===== config.mk =====
export PLATFORM = sky130hd
export DESIGN_NAME = ilch_handler
export DESIGN_NICKNAME = d
export VERILOG_FILES = /design/src/verilog/ilch_pkg.sv /design/src/verilog/ilch_handler.sv
export SDC_FILE = /design/constraint.sdc
export NUM_CORES = 1
export LEC_CHECK = 0
export BUFFER_PORTS_ARGS = -buffer_cell sky130_fd_sc_hd__buf_2
export CORE_AREA = 2 2 170 172
export DETAILED_ROUTE_END_ITERATION = 8
export DIE_AREA = 0 0 172 174
export GPL_TIMING_DRIVEN = 0
export PLACE_DENSITY = 0.67
export SLEW_MARGIN = 20
export SYNTH_ARGS = -nofsm -noshare
export SYNTH_HDL_FRONTEND = slang
export SYNTH_SLANG_ARGS = --single-unit

===== constraint.sdc =====
create_clock -name mclk_i -period 11.4 [get_ports mclk_i]
set_clock_uncertainty 0.05 [all_clocks]
set_input_delay 1.14 -clock mclk_i [delete_from_list [all_inputs] [get_ports mclk_i]]
set_output_delay 1.14 -clock mclk_i [all_outputs]
set_load 0.03 [all_outputs]

===== src/verilog/ilch_pkg.sv =====
// Constants shared by the inverter link command handler.
package ilch_pkg;
  // ==========================================================
  // Register byte offsets on the Avalon-MM slave
  localparam logic [5:0] OFS_RY_BITS = 6'h00;
  localparam logic [5:0] OFS_RX_BITS = 6'h04;
  localparam logic [5:0] OFS_SET_FREQ = 6'h08;
  localparam logic [5:0] OFS_INSTR_CODE = 6'h0C;
  localparam logic [5:0] OFS_INSTR_DATA = 6'h10;
  localparam logic [5:0] OFS_FREQ_REPLY = 6'h14;
  localparam logic [5:0] OFS_INSTR_REPLY = 6'h18;
  localparam logic [5:0] OFS_INSTR_RDATA = 6'h1C;
  localparam logic [5:0] OFS_MON_SEL = 6'h20;
  localparam logic [5:0] OFS_MON_REPLY = 6'h24;
  localparam logic [5:0] OFS_PARAMS = 6'h28;
  localparam logic [5:0] OFS_ACCEL = 6'h2C;
  // ==========================================================
  // Remote bit positions, commands and status
  localparam int BIT_FWD = 0;
  localparam int BIT_REV = 1;
  localparam int BIT_RUNNING = 2;
  localparam int BIT_FAULT = 7;
  localparam int BIT_NET_MODE = 8;
  localparam int BIT_TRIP = 9;
  localparam int BIT_FREQ_RAM = 13;
  localparam int BIT_FREQ_NVM = 14;
  localparam int BIT_INSTR = 15;
  localparam int BIT_FAULT_RST = 26;
  // ==========================================================
  // Parameter register fields
  localparam int PRM_STARTUP_LSB = 0;
  localparam int PRM_RESETSEL_LSB = 4;
  localparam int PRM_CMDSRC_LSB = 8;
  localparam logic [3:0] CMDSRC_EXTERNAL = 4'h0;
  localparam logic [31:0] PARAMS_RESET = 32'h0000_0100;
  // ==========================================================
  // Codes, keys and reply codes
  localparam logic [15:0] MON_OUT_FREQ = 16'h0001;
  localparam logic [7:0] IC_ACCEL_RD = 8'h07;
  localparam logic [7:0] IC_ACCEL_WR = 8'h87;
  localparam logic [7:0] IC_FAULT_HIST = 8'h74;
  localparam logic [7:0] IC_OPMODE_WR = 8'hFB;
  localparam logic [7:0] IC_RESET = 8'hFD;
  localparam logic [15:0] OPMODE_NET = 16'h0000;
  localparam logic [15:0] RESET_KEY = 16'h9696;
  localparam logic [15:0] RC_OK = 16'h0000;
  localparam logic [15:0] RC_MODE_ERR = 16'h0001;
  localparam logic [15:0] RC_CODE_ERR = 16'h0002;
  localparam logic [15:0] ACCEL_RESET = 16'h0032;
  // ==========================================================
  // Instruction state machine
  typedef enum logic [2:0] {
    ILCH_IDLE = 3'b001,
    ILCH_EXEC = 3'b010,
    ILCH_DONE = 3'b100
  } ilch_instr_e;
endpackage


===== src/verilog/ilch_handler.sv =====
// Inverter link command handler with Avalon-MM register access.
//
// Contract
// Monitor code 0001 returns output frequency.
// Code 07 reads acceleration time.
// Code 87 writes acceleration time.
// Master enables extended setting for high parameters.
// RAM frequency request loads word, raises done.
// Master waits done and zero reply.
// One nonvolatile write per request rise.
// Frequency changes ignored while nonvolatile request held.
// Code 74 returns fault history one, two.
// Fault reset bit acts only when faulted.
// Reset select zero allows reset any mode.
// Reset code needs key and net conditions.
// Network mode ignores local run inputs.
// Master loss in network mode trips.
// Startup zero enters external mode after reset.
// Startup nonzero enters network mode after reset; the code does so on communication reset only.
// Network start blocked when source is external.
// Link works only at the fast speed.
// Instruction done raised with reply code.
// Code FB with zero selects network mode.
// Master clears request after done, waits clear.
// Done bits clear after request drops.
`timescale 1ns/10ps
module ilch_handler (
  input wire logic mclk_i, // 20 MHz clock
  input wire logic rst_i, // Asynchronous reset, active high
  input wire logic [5:0] avs_address_i, // Byte address
  input wire logic avs_read_i, // Read request
  input wire logic avs_write_i, // Write request
  input wire logic [31:0] avs_writedata_i, // Write data
  output logic [31:0] avs_readdata_o, // Read data
  output logic avs_waitrequest_o, // Stall
  input wire logic [15:0] out_freq_i, // Output frequency, 0.01 Hz
  input wire logic [15:0] fault_hist_i, // Entry two high, one low
  input wire logic fault_active_i, // Drive fault present
  input wire logic motor_running_i, // Drive running
  input wire logic ext_fwd_i, // Local forward input pin
  input wire logic ext_rev_i, // Local reverse input pin
  input wire logic link_up_i, // Cyclic exchange alive pin
  input wire logic link_fast_i, // Link at the fast speed pin
  output logic run_fwd_o, // Forward run command
  output logic run_rev_o, // Reverse run command
  output logic [15:0] freq_cmd_o, // Applied set frequency
  output logic [15:0] accel_time_o, // Acceleration time, 0.1 s
  output logic nvm_write_o, // Nonvolatile store pulse
  output logic fault_reset_o, // Fault reset pulse
  output logic inverter_reset_o, // Communication reset pulse
  output logic net_mode_o, // Network operation mode
  output logic comm_loss_trip_o // Communication loss fault
);
  // ==========================================================
  // Pin synchronisers
  logic [3:0] pin_s1_q, pin_s2_q;
  always_ff @(posedge mclk_i or posedge rst_i) begin
    if (rst_i) begin
      pin_s1_q <= 4'h0;
      pin_s2_q <= 4'h0;
    end else begin
      pin_s1_q <= {link_fast_i, link_up_i, ext_rev_i, ext_fwd_i};
      pin_s2_q <= pin_s1_q;
    end
  end
  // fast speed only
  logic link_ok;
  assign link_ok = pin_s2_q[2] & pin_s2_q[3];

  // ==========================================================
  // Avalon slave: one wait state, write commits on the answer edge.
  logic wait_q;
  logic [31:0] rdata_q;
  logic wr_ack, rd_first;
  logic [31:0] ry_q, set_freq_q, instr_code_q, instr_data_q, mon_sel_q;
  logic [31:0] params_q;
  logic [15:0] freq_reply_q, instr_reply_q, instr_rdata_q, accel_q;
  logic [15:0] freq_cmd_q;
  logic net_mode_q, trip_q, ram_done_q, nvm_done_q;
  logic [2:0] cmd_q;
  ilch_pkg::ilch_instr_e st_q;

  assign wr_ack = avs_write_i & ~wait_q;
  assign rd_first = avs_read_i & wait_q;

  function automatic logic [3:0] field4(input logic [31:0] w, input int lsb);
    field4 = w[lsb +: 4];
  endfunction

  always_ff @(posedge mclk_i or posedge rst_i) begin
    if (rst_i) begin
      wait_q <= 1'b1;
    end else begin
      wait_q <= ~((avs_read_i | avs_write_i) & wait_q);
    end
  end

  logic [31:0] rx_word;
  always_comb begin
    rx_word = 32'h0000_0000;
    rx_word[ilch_pkg::BIT_FWD] = run_fwd_o;
    rx_word[ilch_pkg::BIT_REV] = run_rev_o;
    rx_word[ilch_pkg::BIT_RUNNING] = motor_running_i;
    rx_word[ilch_pkg::BIT_FAULT] = fault_active_i | trip_q;
    rx_word[ilch_pkg::BIT_NET_MODE] = net_mode_q;
    rx_word[ilch_pkg::BIT_TRIP] = trip_q;
    rx_word[ilch_pkg::BIT_FREQ_RAM] = ram_done_q;
    rx_word[ilch_pkg::BIT_FREQ_NVM] = nvm_done_q;
    rx_word[ilch_pkg::BIT_INSTR] = (st_q == ilch_pkg::ILCH_DONE);
  end

  // monitor reply
  logic [15:0] mon_reply;
  assign mon_reply = (mon_sel_q[15:0] == ilch_pkg::MON_OUT_FREQ) ?
                     out_freq_i : 16'h0000;

  always_ff @(posedge mclk_i or posedge rst_i) begin
    if (rst_i) begin
      rdata_q <= 32'h0000_0000;
    end else if (rd_first) begin
      unique case (avs_address_i)
        ilch_pkg::OFS_RY_BITS: rdata_q <= ry_q;
        ilch_pkg::OFS_RX_BITS: rdata_q <= rx_word;
        ilch_pkg::OFS_SET_FREQ: rdata_q <= set_freq_q;
        ilch_pkg::OFS_INSTR_CODE: rdata_q <= instr_code_q;
        ilch_pkg::OFS_INSTR_DATA: rdata_q <= instr_data_q;
        ilch_pkg::OFS_FREQ_REPLY: rdata_q <= {16'h0000, freq_reply_q};
        ilch_pkg::OFS_INSTR_REPLY: rdata_q <= {16'h0000, instr_reply_q};
        ilch_pkg::OFS_INSTR_RDATA: rdata_q <= {16'h0000, instr_rdata_q};
        ilch_pkg::OFS_MON_SEL: rdata_q <= mon_sel_q;
        ilch_pkg::OFS_MON_REPLY: rdata_q <= {16'h0000, mon_reply};
        ilch_pkg::OFS_PARAMS: rdata_q <= params_q;
        ilch_pkg::OFS_ACCEL: rdata_q <= {16'h0000, accel_q};
        default: rdata_q <= 32'h0000_0000;
      endcase
    end
  end

  always_ff @(posedge mclk_i or posedge rst_i) begin
    if (rst_i) begin
      ry_q <= 32'h0000_0000;
      set_freq_q <= 32'h0000_0000;
      instr_code_q <= 32'h0000_0000;
      instr_data_q <= 32'h0000_0000;
      mon_sel_q <= 32'h0000_0000;
      params_q <= ilch_pkg::PARAMS_RESET;
    end else if (wr_ack) begin
      unique case (avs_address_i)
        ilch_pkg::OFS_RY_BITS: ry_q <= avs_writedata_i;
        ilch_pkg::OFS_SET_FREQ: set_freq_q <= avs_writedata_i;
        ilch_pkg::OFS_INSTR_CODE: instr_code_q <= avs_writedata_i;
        ilch_pkg::OFS_INSTR_DATA: instr_data_q <= avs_writedata_i;
        ilch_pkg::OFS_MON_SEL: mon_sel_q <= avs_writedata_i;
        ilch_pkg::OFS_PARAMS: params_q <= avs_writedata_i;
        default: ;
      endcase
    end
  end

  // ==========================================================
  // Request edges; the previous request bits are held one cycle.
  logic [2:0] req_prev_q;
  logic [2:0] req_now;
  assign req_now = {ry_q[ilch_pkg::BIT_FAULT_RST],
                    ry_q[ilch_pkg::BIT_FREQ_NVM],
                    ry_q[ilch_pkg::BIT_FREQ_RAM]};
  always_ff @(posedge mclk_i or posedge rst_i) begin
    if (rst_i) begin
      req_prev_q <= 3'b000;
    end else begin
      req_prev_q <= req_now;
    end
  end
  logic ram_rise, nvm_rise, frst_rise;
  assign ram_rise = req_now[0] & ~req_prev_q[0];
  assign nvm_rise = req_now[1] & ~req_prev_q[1];
  assign frst_rise = req_now[2] & ~req_prev_q[2];

  // ==========================================================
  // Frequency setting. The value is sampled only at the rising request,
  // so a word rewritten while the request stays high reaches the drive
  // only at a later rising request and never triggers a second nonvolatile store.
  always_ff @(posedge mclk_i or posedge rst_i) begin
    if (rst_i) begin
      freq_cmd_q <= 16'h0000;
      freq_reply_q <= ilch_pkg::RC_OK;
      ram_done_q <= 1'b0;
      nvm_done_q <= 1'b0;
      nvm_write_o <= 1'b0;
    end else begin
      // load and complete
      if (ram_rise) begin
        freq_cmd_q <= set_freq_q[15:0];
        freq_reply_q <= ilch_pkg::RC_OK;
        ram_done_q <= 1'b1;
      // clear after drop
      end else if (!req_now[0]) begin
        ram_done_q <= 1'b0;
      end
      // one store per rise
      nvm_write_o <= nvm_rise;
      // sampled at assertion
      if (nvm_rise) begin
        freq_cmd_q <= set_freq_q[15:0];
        freq_reply_q <= ilch_pkg::RC_OK;
        nvm_done_q <= 1'b1;
      end else if (!req_now[1]) begin
        nvm_done_q <= 1'b0;
      end
    end
  end

  // ==========================================================
  // Reset acceptance shared by the fault-reset bit and the reset code.
  logic faulted, comm_reset_ok, soft_reset;
  logic [7:0] ic;
  logic [15:0] idata;
  assign faulted = fault_active_i | trip_q;
  // select zero allows any mode
  assign comm_reset_ok =
    (field4(params_q, ilch_pkg::PRM_RESETSEL_LSB) == 4'h0) | net_mode_q;
  assign ic = instr_code_q[7:0];
  assign idata = instr_data_q[15:0];

  // ==========================================================
  // Instruction code execution.
  logic reset_code_ok;
  // key plus startup or net mode
  assign reset_code_ok = (idata == ilch_pkg::RESET_KEY) & comm_reset_ok &
    ((field4(params_q, ilch_pkg::PRM_STARTUP_LSB) != 4'h0) | net_mode_q);

  always_ff @(posedge mclk_i or posedge rst_i) begin
    if (rst_i) begin
      st_q <= ilch_pkg::ILCH_IDLE;
      instr_reply_q <= ilch_pkg::RC_OK;
      instr_rdata_q <= 16'h0000;
      accel_q <= ilch_pkg::ACCEL_RESET;
    end else begin
      unique case (st_q)
        ilch_pkg::ILCH_IDLE: begin
          if (ry_q[ilch_pkg::BIT_INSTR]) begin
            st_q <= ilch_pkg::ILCH_EXEC;
          end
        end
        ilch_pkg::ILCH_EXEC: begin
          // done with reply
          st_q <= ilch_pkg::ILCH_DONE;
          instr_reply_q <= ilch_pkg::RC_OK;
          unique case (ic)
            // read acceleration
            ilch_pkg::IC_ACCEL_RD: instr_rdata_q <= accel_q;
            // write acceleration
            ilch_pkg::IC_ACCEL_WR: accel_q <= idata;
            // fault history
            ilch_pkg::IC_FAULT_HIST: instr_rdata_q <= fault_hist_i;
            ilch_pkg::IC_OPMODE_WR: ;
            ilch_pkg::IC_RESET: begin
              if (!reset_code_ok) begin
                instr_reply_q <= ilch_pkg::RC_MODE_ERR;
              end
            end
            default: instr_reply_q <= ilch_pkg::RC_CODE_ERR;
          endcase
        end
        ilch_pkg::ILCH_DONE: begin
          // clear after drop
          if (!ry_q[ilch_pkg::BIT_INSTR]) begin
            st_q <= ilch_pkg::ILCH_IDLE;
          end
        end
        default: st_q <= ilch_pkg::ILCH_IDLE;
      endcase
    end
  end

  logic exec_now;
  assign exec_now = (st_q == ilch_pkg::ILCH_EXEC);
  assign soft_reset = exec_now & (ic == ilch_pkg::IC_RESET) & reset_code_ok;

  // ==========================================================
  // Fault reset and communication reset pulses.
  always_ff @(posedge mclk_i or posedge rst_i) begin
    if (rst_i) begin
      fault_reset_o <= 1'b0;
      inverter_reset_o <= 1'b0;
    end else begin
      // only when faulted
      fault_reset_o <= frst_rise & faulted & comm_reset_ok;
      inverter_reset_o <= soft_reset;
    end
  end

  // ==========================================================
  // Operation mode and loss trip. Hardware reset always lands in
  // external mode; a communication reset reloads from startup select.
  always_ff @(posedge mclk_i or posedge rst_i) begin
    if (rst_i) begin
      // external after reset
      net_mode_q <= 1'b0;
    end else if (soft_reset) begin
      // startup nonzero
      net_mode_q <= field4(params_q, ilch_pkg::PRM_STARTUP_LSB) != 4'h0;
    end else if (exec_now & (ic == ilch_pkg::IC_OPMODE_WR)) begin
      // zero selects network
      net_mode_q <= (idata == ilch_pkg::OPMODE_NET);
    end
  end

  always_ff @(posedge mclk_i or posedge rst_i) begin
    if (rst_i) begin
      trip_q <= 1'b0;
    end else if (net_mode_q & ~link_ok) begin
      // loss trips
      trip_q <= 1'b1;
    end else if (soft_reset | (frst_rise & faulted & comm_reset_ok)) begin
      trip_q <= 1'b0;
    end
  end

  // ==========================================================
  // Run commands.
  logic src_ok;
  // source not external
  assign src_ok =
    field4(params_q, ilch_pkg::PRM_CMDSRC_LSB) != ilch_pkg::CMDSRC_EXTERNAL;
  always_ff @(posedge mclk_i or posedge rst_i) begin
    if (rst_i) begin
      run_fwd_o <= 1'b0;
      run_rev_o <= 1'b0;
    end else if (trip_q) begin
      run_fwd_o <= 1'b0;
      run_rev_o <= 1'b0;
    end else if (net_mode_q) begin
      // master commands only
      run_fwd_o <= ry_q[ilch_pkg::BIT_FWD] & src_ok;
      run_rev_o <= ry_q[ilch_pkg::BIT_REV] & src_ok;
    end else begin
      run_fwd_o <= pin_s2_q[0];
      run_rev_o <= pin_s2_q[1];
    end
  end

  assign avs_readdata_o = rdata_q;
  assign avs_waitrequest_o = wait_q;
  assign freq_cmd_o = freq_cmd_q;
  assign accel_time_o = accel_q;
  assign net_mode_o = net_mode_q;
  assign comm_loss_trip_o = trip_q;

  // ==========================================================
  // Assertions
  a_ram_done_set: assert property (@(posedge mclk_i) disable iff (rst_i)
    ram_rise |=> ram_done_q && freq_cmd_q == $past(set_freq_q[15:0]))
    else $error("RAM frequency not applied");
  a_nvm_one_write: assert property (@(posedge mclk_i) disable iff (rst_i)
    nvm_write_o |=> !nvm_write_o)
    else $error("Second store pulse");
  a_nvm_freq_hold: assert property (@(posedge mclk_i) disable iff (rst_i)
    req_prev_q[1] && req_now[1] && !req_now[0] |=> $stable(freq_cmd_q))
    else $error("Frequency changed while held");
  a_accel_write: assert property (@(posedge mclk_i) disable iff (rst_i)
    exec_now && ic == ilch_pkg::IC_ACCEL_WR |=> accel_q == $past(idata))
    else $error("Acceleration not stored");
  a_accel_read: assert property (@(posedge mclk_i) disable iff (rst_i)
    exec_now && ic == ilch_pkg::IC_ACCEL_RD |=> instr_rdata_q == accel_q)
    else $error("Acceleration not returned");
  a_hist_read: assert property (@(posedge mclk_i) disable iff (rst_i)
    exec_now && ic == ilch_pkg::IC_FAULT_HIST
    |=> instr_rdata_q == $past(fault_hist_i))
    else $error("Fault history not returned");
  a_instr_done: assert property (@(posedge mclk_i) disable iff (rst_i)
    st_q == ilch_pkg::ILCH_IDLE && ry_q[ilch_pkg::BIT_INSTR]
    |=> ##1 rx_word[ilch_pkg::BIT_INSTR])
    else $error("Instruction done missing");
  a_done_clear: assert property (@(posedge mclk_i) disable iff (rst_i)
    st_q == ilch_pkg::ILCH_DONE && !ry_q[ilch_pkg::BIT_INSTR]
    |=> st_q == ilch_pkg::ILCH_IDLE)
    else $error("Done not cleared");
  a_fault_reset_gate: assert property (@(posedge mclk_i) disable iff (rst_i)
    fault_reset_o |-> $past(faulted))
    else $error("Fault reset while healthy");
  a_loss_trip: assert property (@(posedge mclk_i) disable iff (rst_i)
    net_mode_q && !link_ok |=> trip_q ##1 !run_fwd_o && !run_rev_o)
    else $error("No trip on master loss");
  a_local_ignored: assert property (@(posedge mclk_i) disable iff (rst_i)
    net_mode_q && !trip_q && !ry_q[ilch_pkg::BIT_FWD] |=> !run_fwd_o)
    else $error("Local run in network mode");
  a_opmode_net: assert property (@(posedge mclk_i) disable iff (rst_i)
    exec_now && ic == ilch_pkg::IC_OPMODE_WR && idata == 16'h0000
    |=> net_mode_q)
    else $error("Network mode not entered");
  a_reset_key: assert property (@(posedge mclk_i) disable iff (rst_i)
    inverter_reset_o |-> $past(idata) == ilch_pkg::RESET_KEY)
    else $error("Reset without key");
  a_monitor: assert property (@(posedge mclk_i) disable iff (rst_i)
    mon_sel_q[15:0] == 16'h0001 |-> mon_reply == out_freq_i)
    else $error("Monitor reply wrong");
  c_ram_set: cover property (@(posedge mclk_i) disable iff (rst_i)
    ram_rise ##1 ram_done_q);
  c_instr_cycle: cover property (@(posedge mclk_i) disable iff (rst_i)
    exec_now ##1 st_q == ilch_pkg::ILCH_DONE ##[1:20]
    st_q == ilch_pkg::ILCH_IDLE);
  c_trip: cover property (@(posedge mclk_i) disable iff (rst_i)
    $rose(trip_q));
  c_soft_reset: cover property (@(posedge mclk_i) disable iff (rst_i)
    inverter_reset_o);
endmodule


==> Flow_metrics.wiki <==
{| class="wikitable"
! Metric !! Value
|-
| Result of the run || finished, final reports clean
|-
| Number of slew-limit violations in the final report || 0
|-
| Core box area || 28200 sq um
|-
| Critical path data required time || ~12 ns
|-
| Most frequently used flop master after synthesis || dfrtp_1
|-
| Remaining antenna violation count || 0
|-
| Classification of the worst setup path || primary input to register
|-
| Fillers || 2441
|-
| Initial core utilization || a little under 50%
|-
| FF-to-FF path depth || 4
|-
| Cell Area, Placed || roughly 15000 sq um
|-
| Area of combinational cells with multiple inputs || 6080 sq um
|-
| Worst hold path endpoint || pin_s2_q[3]
|-
| Leak pwr || between 7 and 8 nW
|-
| Initial antenna violation count || 3
|-
| Final critical delay including setup and external delays || 3.91 ns
|-
| Number of DRC markers after the initial detailed-route iteration || about 1.0k
|-
| Cell count of the worst hold path || 0
|-
| Slew at the pin closest to its max-slew limit || about 0.87 ns
|-
| Number of buffers added by the clock tree synthesis step || 34
|-
| Largest fanout on the critical path || 10
|-
| Number of flops mapped to enable cells by yosys || 0
|-
| Hold crit path type || register to register
|-
| Worst hold margin || about 0.30 ns
|-
| Number of gates resized after cts || 0
|-
| Post-Syn Nets || 1191
|-
| RSZ-0062 raised after global routing || no
|-
| Detailed-route via count || 10.5k
|-
| Register-to-register path setup slack || 8.75 ns
|-
| Wire length of the first global-routing pass || about 65 mm
|-
| Syn Inst Count || approximately 1.1k
|-
| Area used by sequential logic in the layout || ~7500 sq um
|-
| Post-DR wirelength/cell || 25.3 um
|-
| Pwr Total || 2.53 mW
|-
| Hold Fails Final Rpt || 0
|-
| Summed instance area of the synthesized netlist || approximately 14000 sq um
|-
| Clock sink total || about 300
|-
| Non-filler instance count after layout || 1708
|-
| IO Pins || 152
|-
| Maximum operating frequency || 256 MHz
|-
| Start point of the worst hold path || pin_s1_q[3]
|-
| Die Outline Area || around 30000 sq um
|-
| Post-Place Cells || 1646
|-
| Die extent in y || around 170 um
|-
| CTS tree || yes
|-
| Quantity of I/O buffers inserted on ports || approximately 150
|-
| CTS Root Cell || clkbuf_16
|-
| Post-CTS setup-driven buffer insertion count || 0
|-
| Share of post-route cells with drive strength above 1 || 38.2%
|-
| Worst slew slack as a fraction of its limit || 41.8%
|-
| RR Startpoint || mon_sel_q[13]
|-
| Via count of the first global-routing pass || between 10k and 15k
|-
| Power per cell area || ~150 nW/um^2
|-
| Count of different cell masters after synthesis || between 60 and 70
|-
| Post-detailed-routing wire length || approximately 43 mm
|-
| Layout Utilization || approximately 58%
|-
| Fraction of synthesis flops using an asynchronous set or reset pin || 100%
|-
| Share of the yosys chip area belonging to registers || between 50% and 60%
|-
| Post-DP HPWL || about 32 mm
|-
| Post-route DRC violation count || 0
|-
| Endpoint type of the worst setup path || register
|-
| Worst EP arrival || 4.21 ns
|-
| Flop and latch count out of synthesis || 298
|-
| Number of hold buffers added after cts || 0
|-
| Final period util || about 34%
|-
| Clock edge transition at the registers on the reported setup and hold paths || around 0.060 ns
|-
| Number of rows created at floorplan || 62
|-
| Avg Cell Area, Syn || about 13 sq um
|-
| Max-capacitance violation count || 0
|-
| Worst-case clock buffer depth || 3
|-
| First drt pass iteration count || 5
|-
| Clock insertion delay at the later pin of the skew report || 0.52 ns
|-
| Final-stage net count || between 1k and 1.5k
|-
| Vias per cell || approximately 6.2
|-
| Critical Path Source Type || primary input
|-
| Synthesis Warnings || 0
|-
| Aggregate global routing overflow || 0
|-
| Width of the chip || roughly 170 um
|-
| Largest net degree at the start of global routing || 92
|-
| Highest ir drop seen on vdd || between 0.0001 and 0.00015 V
|-
| Weighted congestion reported at the end of routability-driven placement || a little under 1
|-
| FF-to-FF End || avs_readdata_o[3]
|-
| H-tree Lvls || 2
|-
| Layout overhead on the synthesized area || 17.2%
|-
| Final setup violation count || 0
|-
| Summed area of non-filler cells in the final layout || around 16000 sq um
|-
| Total routing usage reported by global routing || between 20% and 30%
|}
[how the worst max path moves through the flow]
stage / startpoint / end / slack (ns) / cells after the start
2_1_floorplan: rst_i / accel_time_o[0] / 1.99 / 1
3_3_place_gp: rst_i / accel_time_o[7] / -1.31 / 2
3_5_place_dp: avs_address_i[3] / avs_readdata_o[6] / 7.03 / 8
4_1_cts: avs_address_i[3] / avs_readdata_o[6] / 7.52 / 8
5_1_grt: avs_address_i[3] / avs_readdata_o[6] / 7.47 / 8
6_report: avs_address_i[3] / avs_readdata_o[6] / 7.49 / 8
[layout make-up]
type / instances / area share, %
antenna: 1 / 0.0153
buffer: 83 / 2.27
clock buffer: 50 / 5.82
clock inverter: 11 / 0.812
inverter: 7 / 0.207
multi-input combinational: 723 / 37.2
sequential: 298 / 45.7
tap: 384 / 2.94
timing repair buffer: 151 / 5.04
[flip-flops by register name, summed over array words and instances (netlist names), 16 cells and up]
register / cells
freq_cmd_o: 16
accel_time_o: 16
avs_readdata_o: 32
instr_code_q: 32
instr_data_q: 32
params_q: 32
set_freq_q: 32
mon_sel_q: 32
instr_rdata_q: 16
ry_q: 32
[metrics by stage]
stage	setup TNS, ns	worst slack, ns
6_report	0	7.49
5_1_grt	0	7.47
4_1_cts	0	7.52
3_5_place_dp	0	7.03
3_3_place_gp	-369.91	-1.31
2_1_floorplan	0	1.99
[routing by layer]
layer | GRT usage, % | wire length (um) | vias to the layer above
met1 | 43.3 | 19200 | 5382
met3 | 5.97 | 3550 | 97
met2 | 43.3 | 19100 | 482
met4 | 9.45 | 1470 | 2
met5 | 0 | 13 | -
li1 | - | - | 4548
[layout by cell type, fill, tap and decap left out, types with 3 or more instances in the layout]
cell type,count
inv_1,6
mux2_4,30
a22oi_1,10
a2111oi_0,6
o211ai_1,33
a31oi_1,3
dfstp_2,6
and3_1,49
nor2b_1,6
clkinv_2,4
a41oi_1,7
nor3b_1,11
and4_1,17
nor2_1,12
o21ai_0,6
nand3_1,95
o221ai_1,7
buf_1,6
nand4_1,12
nand3b_1,4
or3b_2,20
clkbuf_16,34
nand2_1,39
buf_16,3
buf_2,164
a221oi_1,9
a21oi_1,23
mux2_2,215
nor4_1,15
clkbuf_8,4
mux2i_1,20
nor3_1,17
mux2_1,15
dfrtp_1,292
clkbuf_1,66
or4_1,6
buf_6,4
[synth_stat cells, types with 17 or more instances]
library cell,number,area share (%)
or3b_2,20,1.3
clkbuf_1,54,1.5
and4_1,17,1.1
mux2i_1,20,1.4
and3_1,49,2.2
o211ai_1,33,1.8
nand3_1,95,3.4
mux2_2,215,17
nor3_1,17,0.61
dfrtp_1,292,52
nand2_1,39,1.1
a21oi_1,23,0.83
mux2_4,30,3.2
[power breakdown]
part           leakage, nW  internal (mW)  total, mW  switching, mW
Clock                0.528          0.630       1.07          0.439
Sequential            4.05           1.13       1.19         0.0586
Combinational         3.34          0.108      0.269          0.161
Total                 7.92           1.87       2.53          0.659
[cells by family (layout without fill, tap and decap cells)]
family / count (synthesis) / after routing / share of synthesized area (%)
muxes: 281 / 281 / 23.4
other: 0 / 1 / 0
AOI/OAI and AO/OA: 119 / 119 / 6.21
DFF: 298 / 298 / 53.6
and+or+nand+nor: 323 / 323 / 14.0
buffers and inverters: 90 / 302 / 2.85
[worst max-delay path, cell delays in order]
cell      delay (ns)
buf_2           0.09
buf_2           0.23
clkbuf_1        0.57
clkbuf_1        0.68
mux2i_1         0.50
nor3_1          0.09
nor4_1          0.69
o221ai_1        0.20
Note: power is estimated with default switching activity, not from simulation.
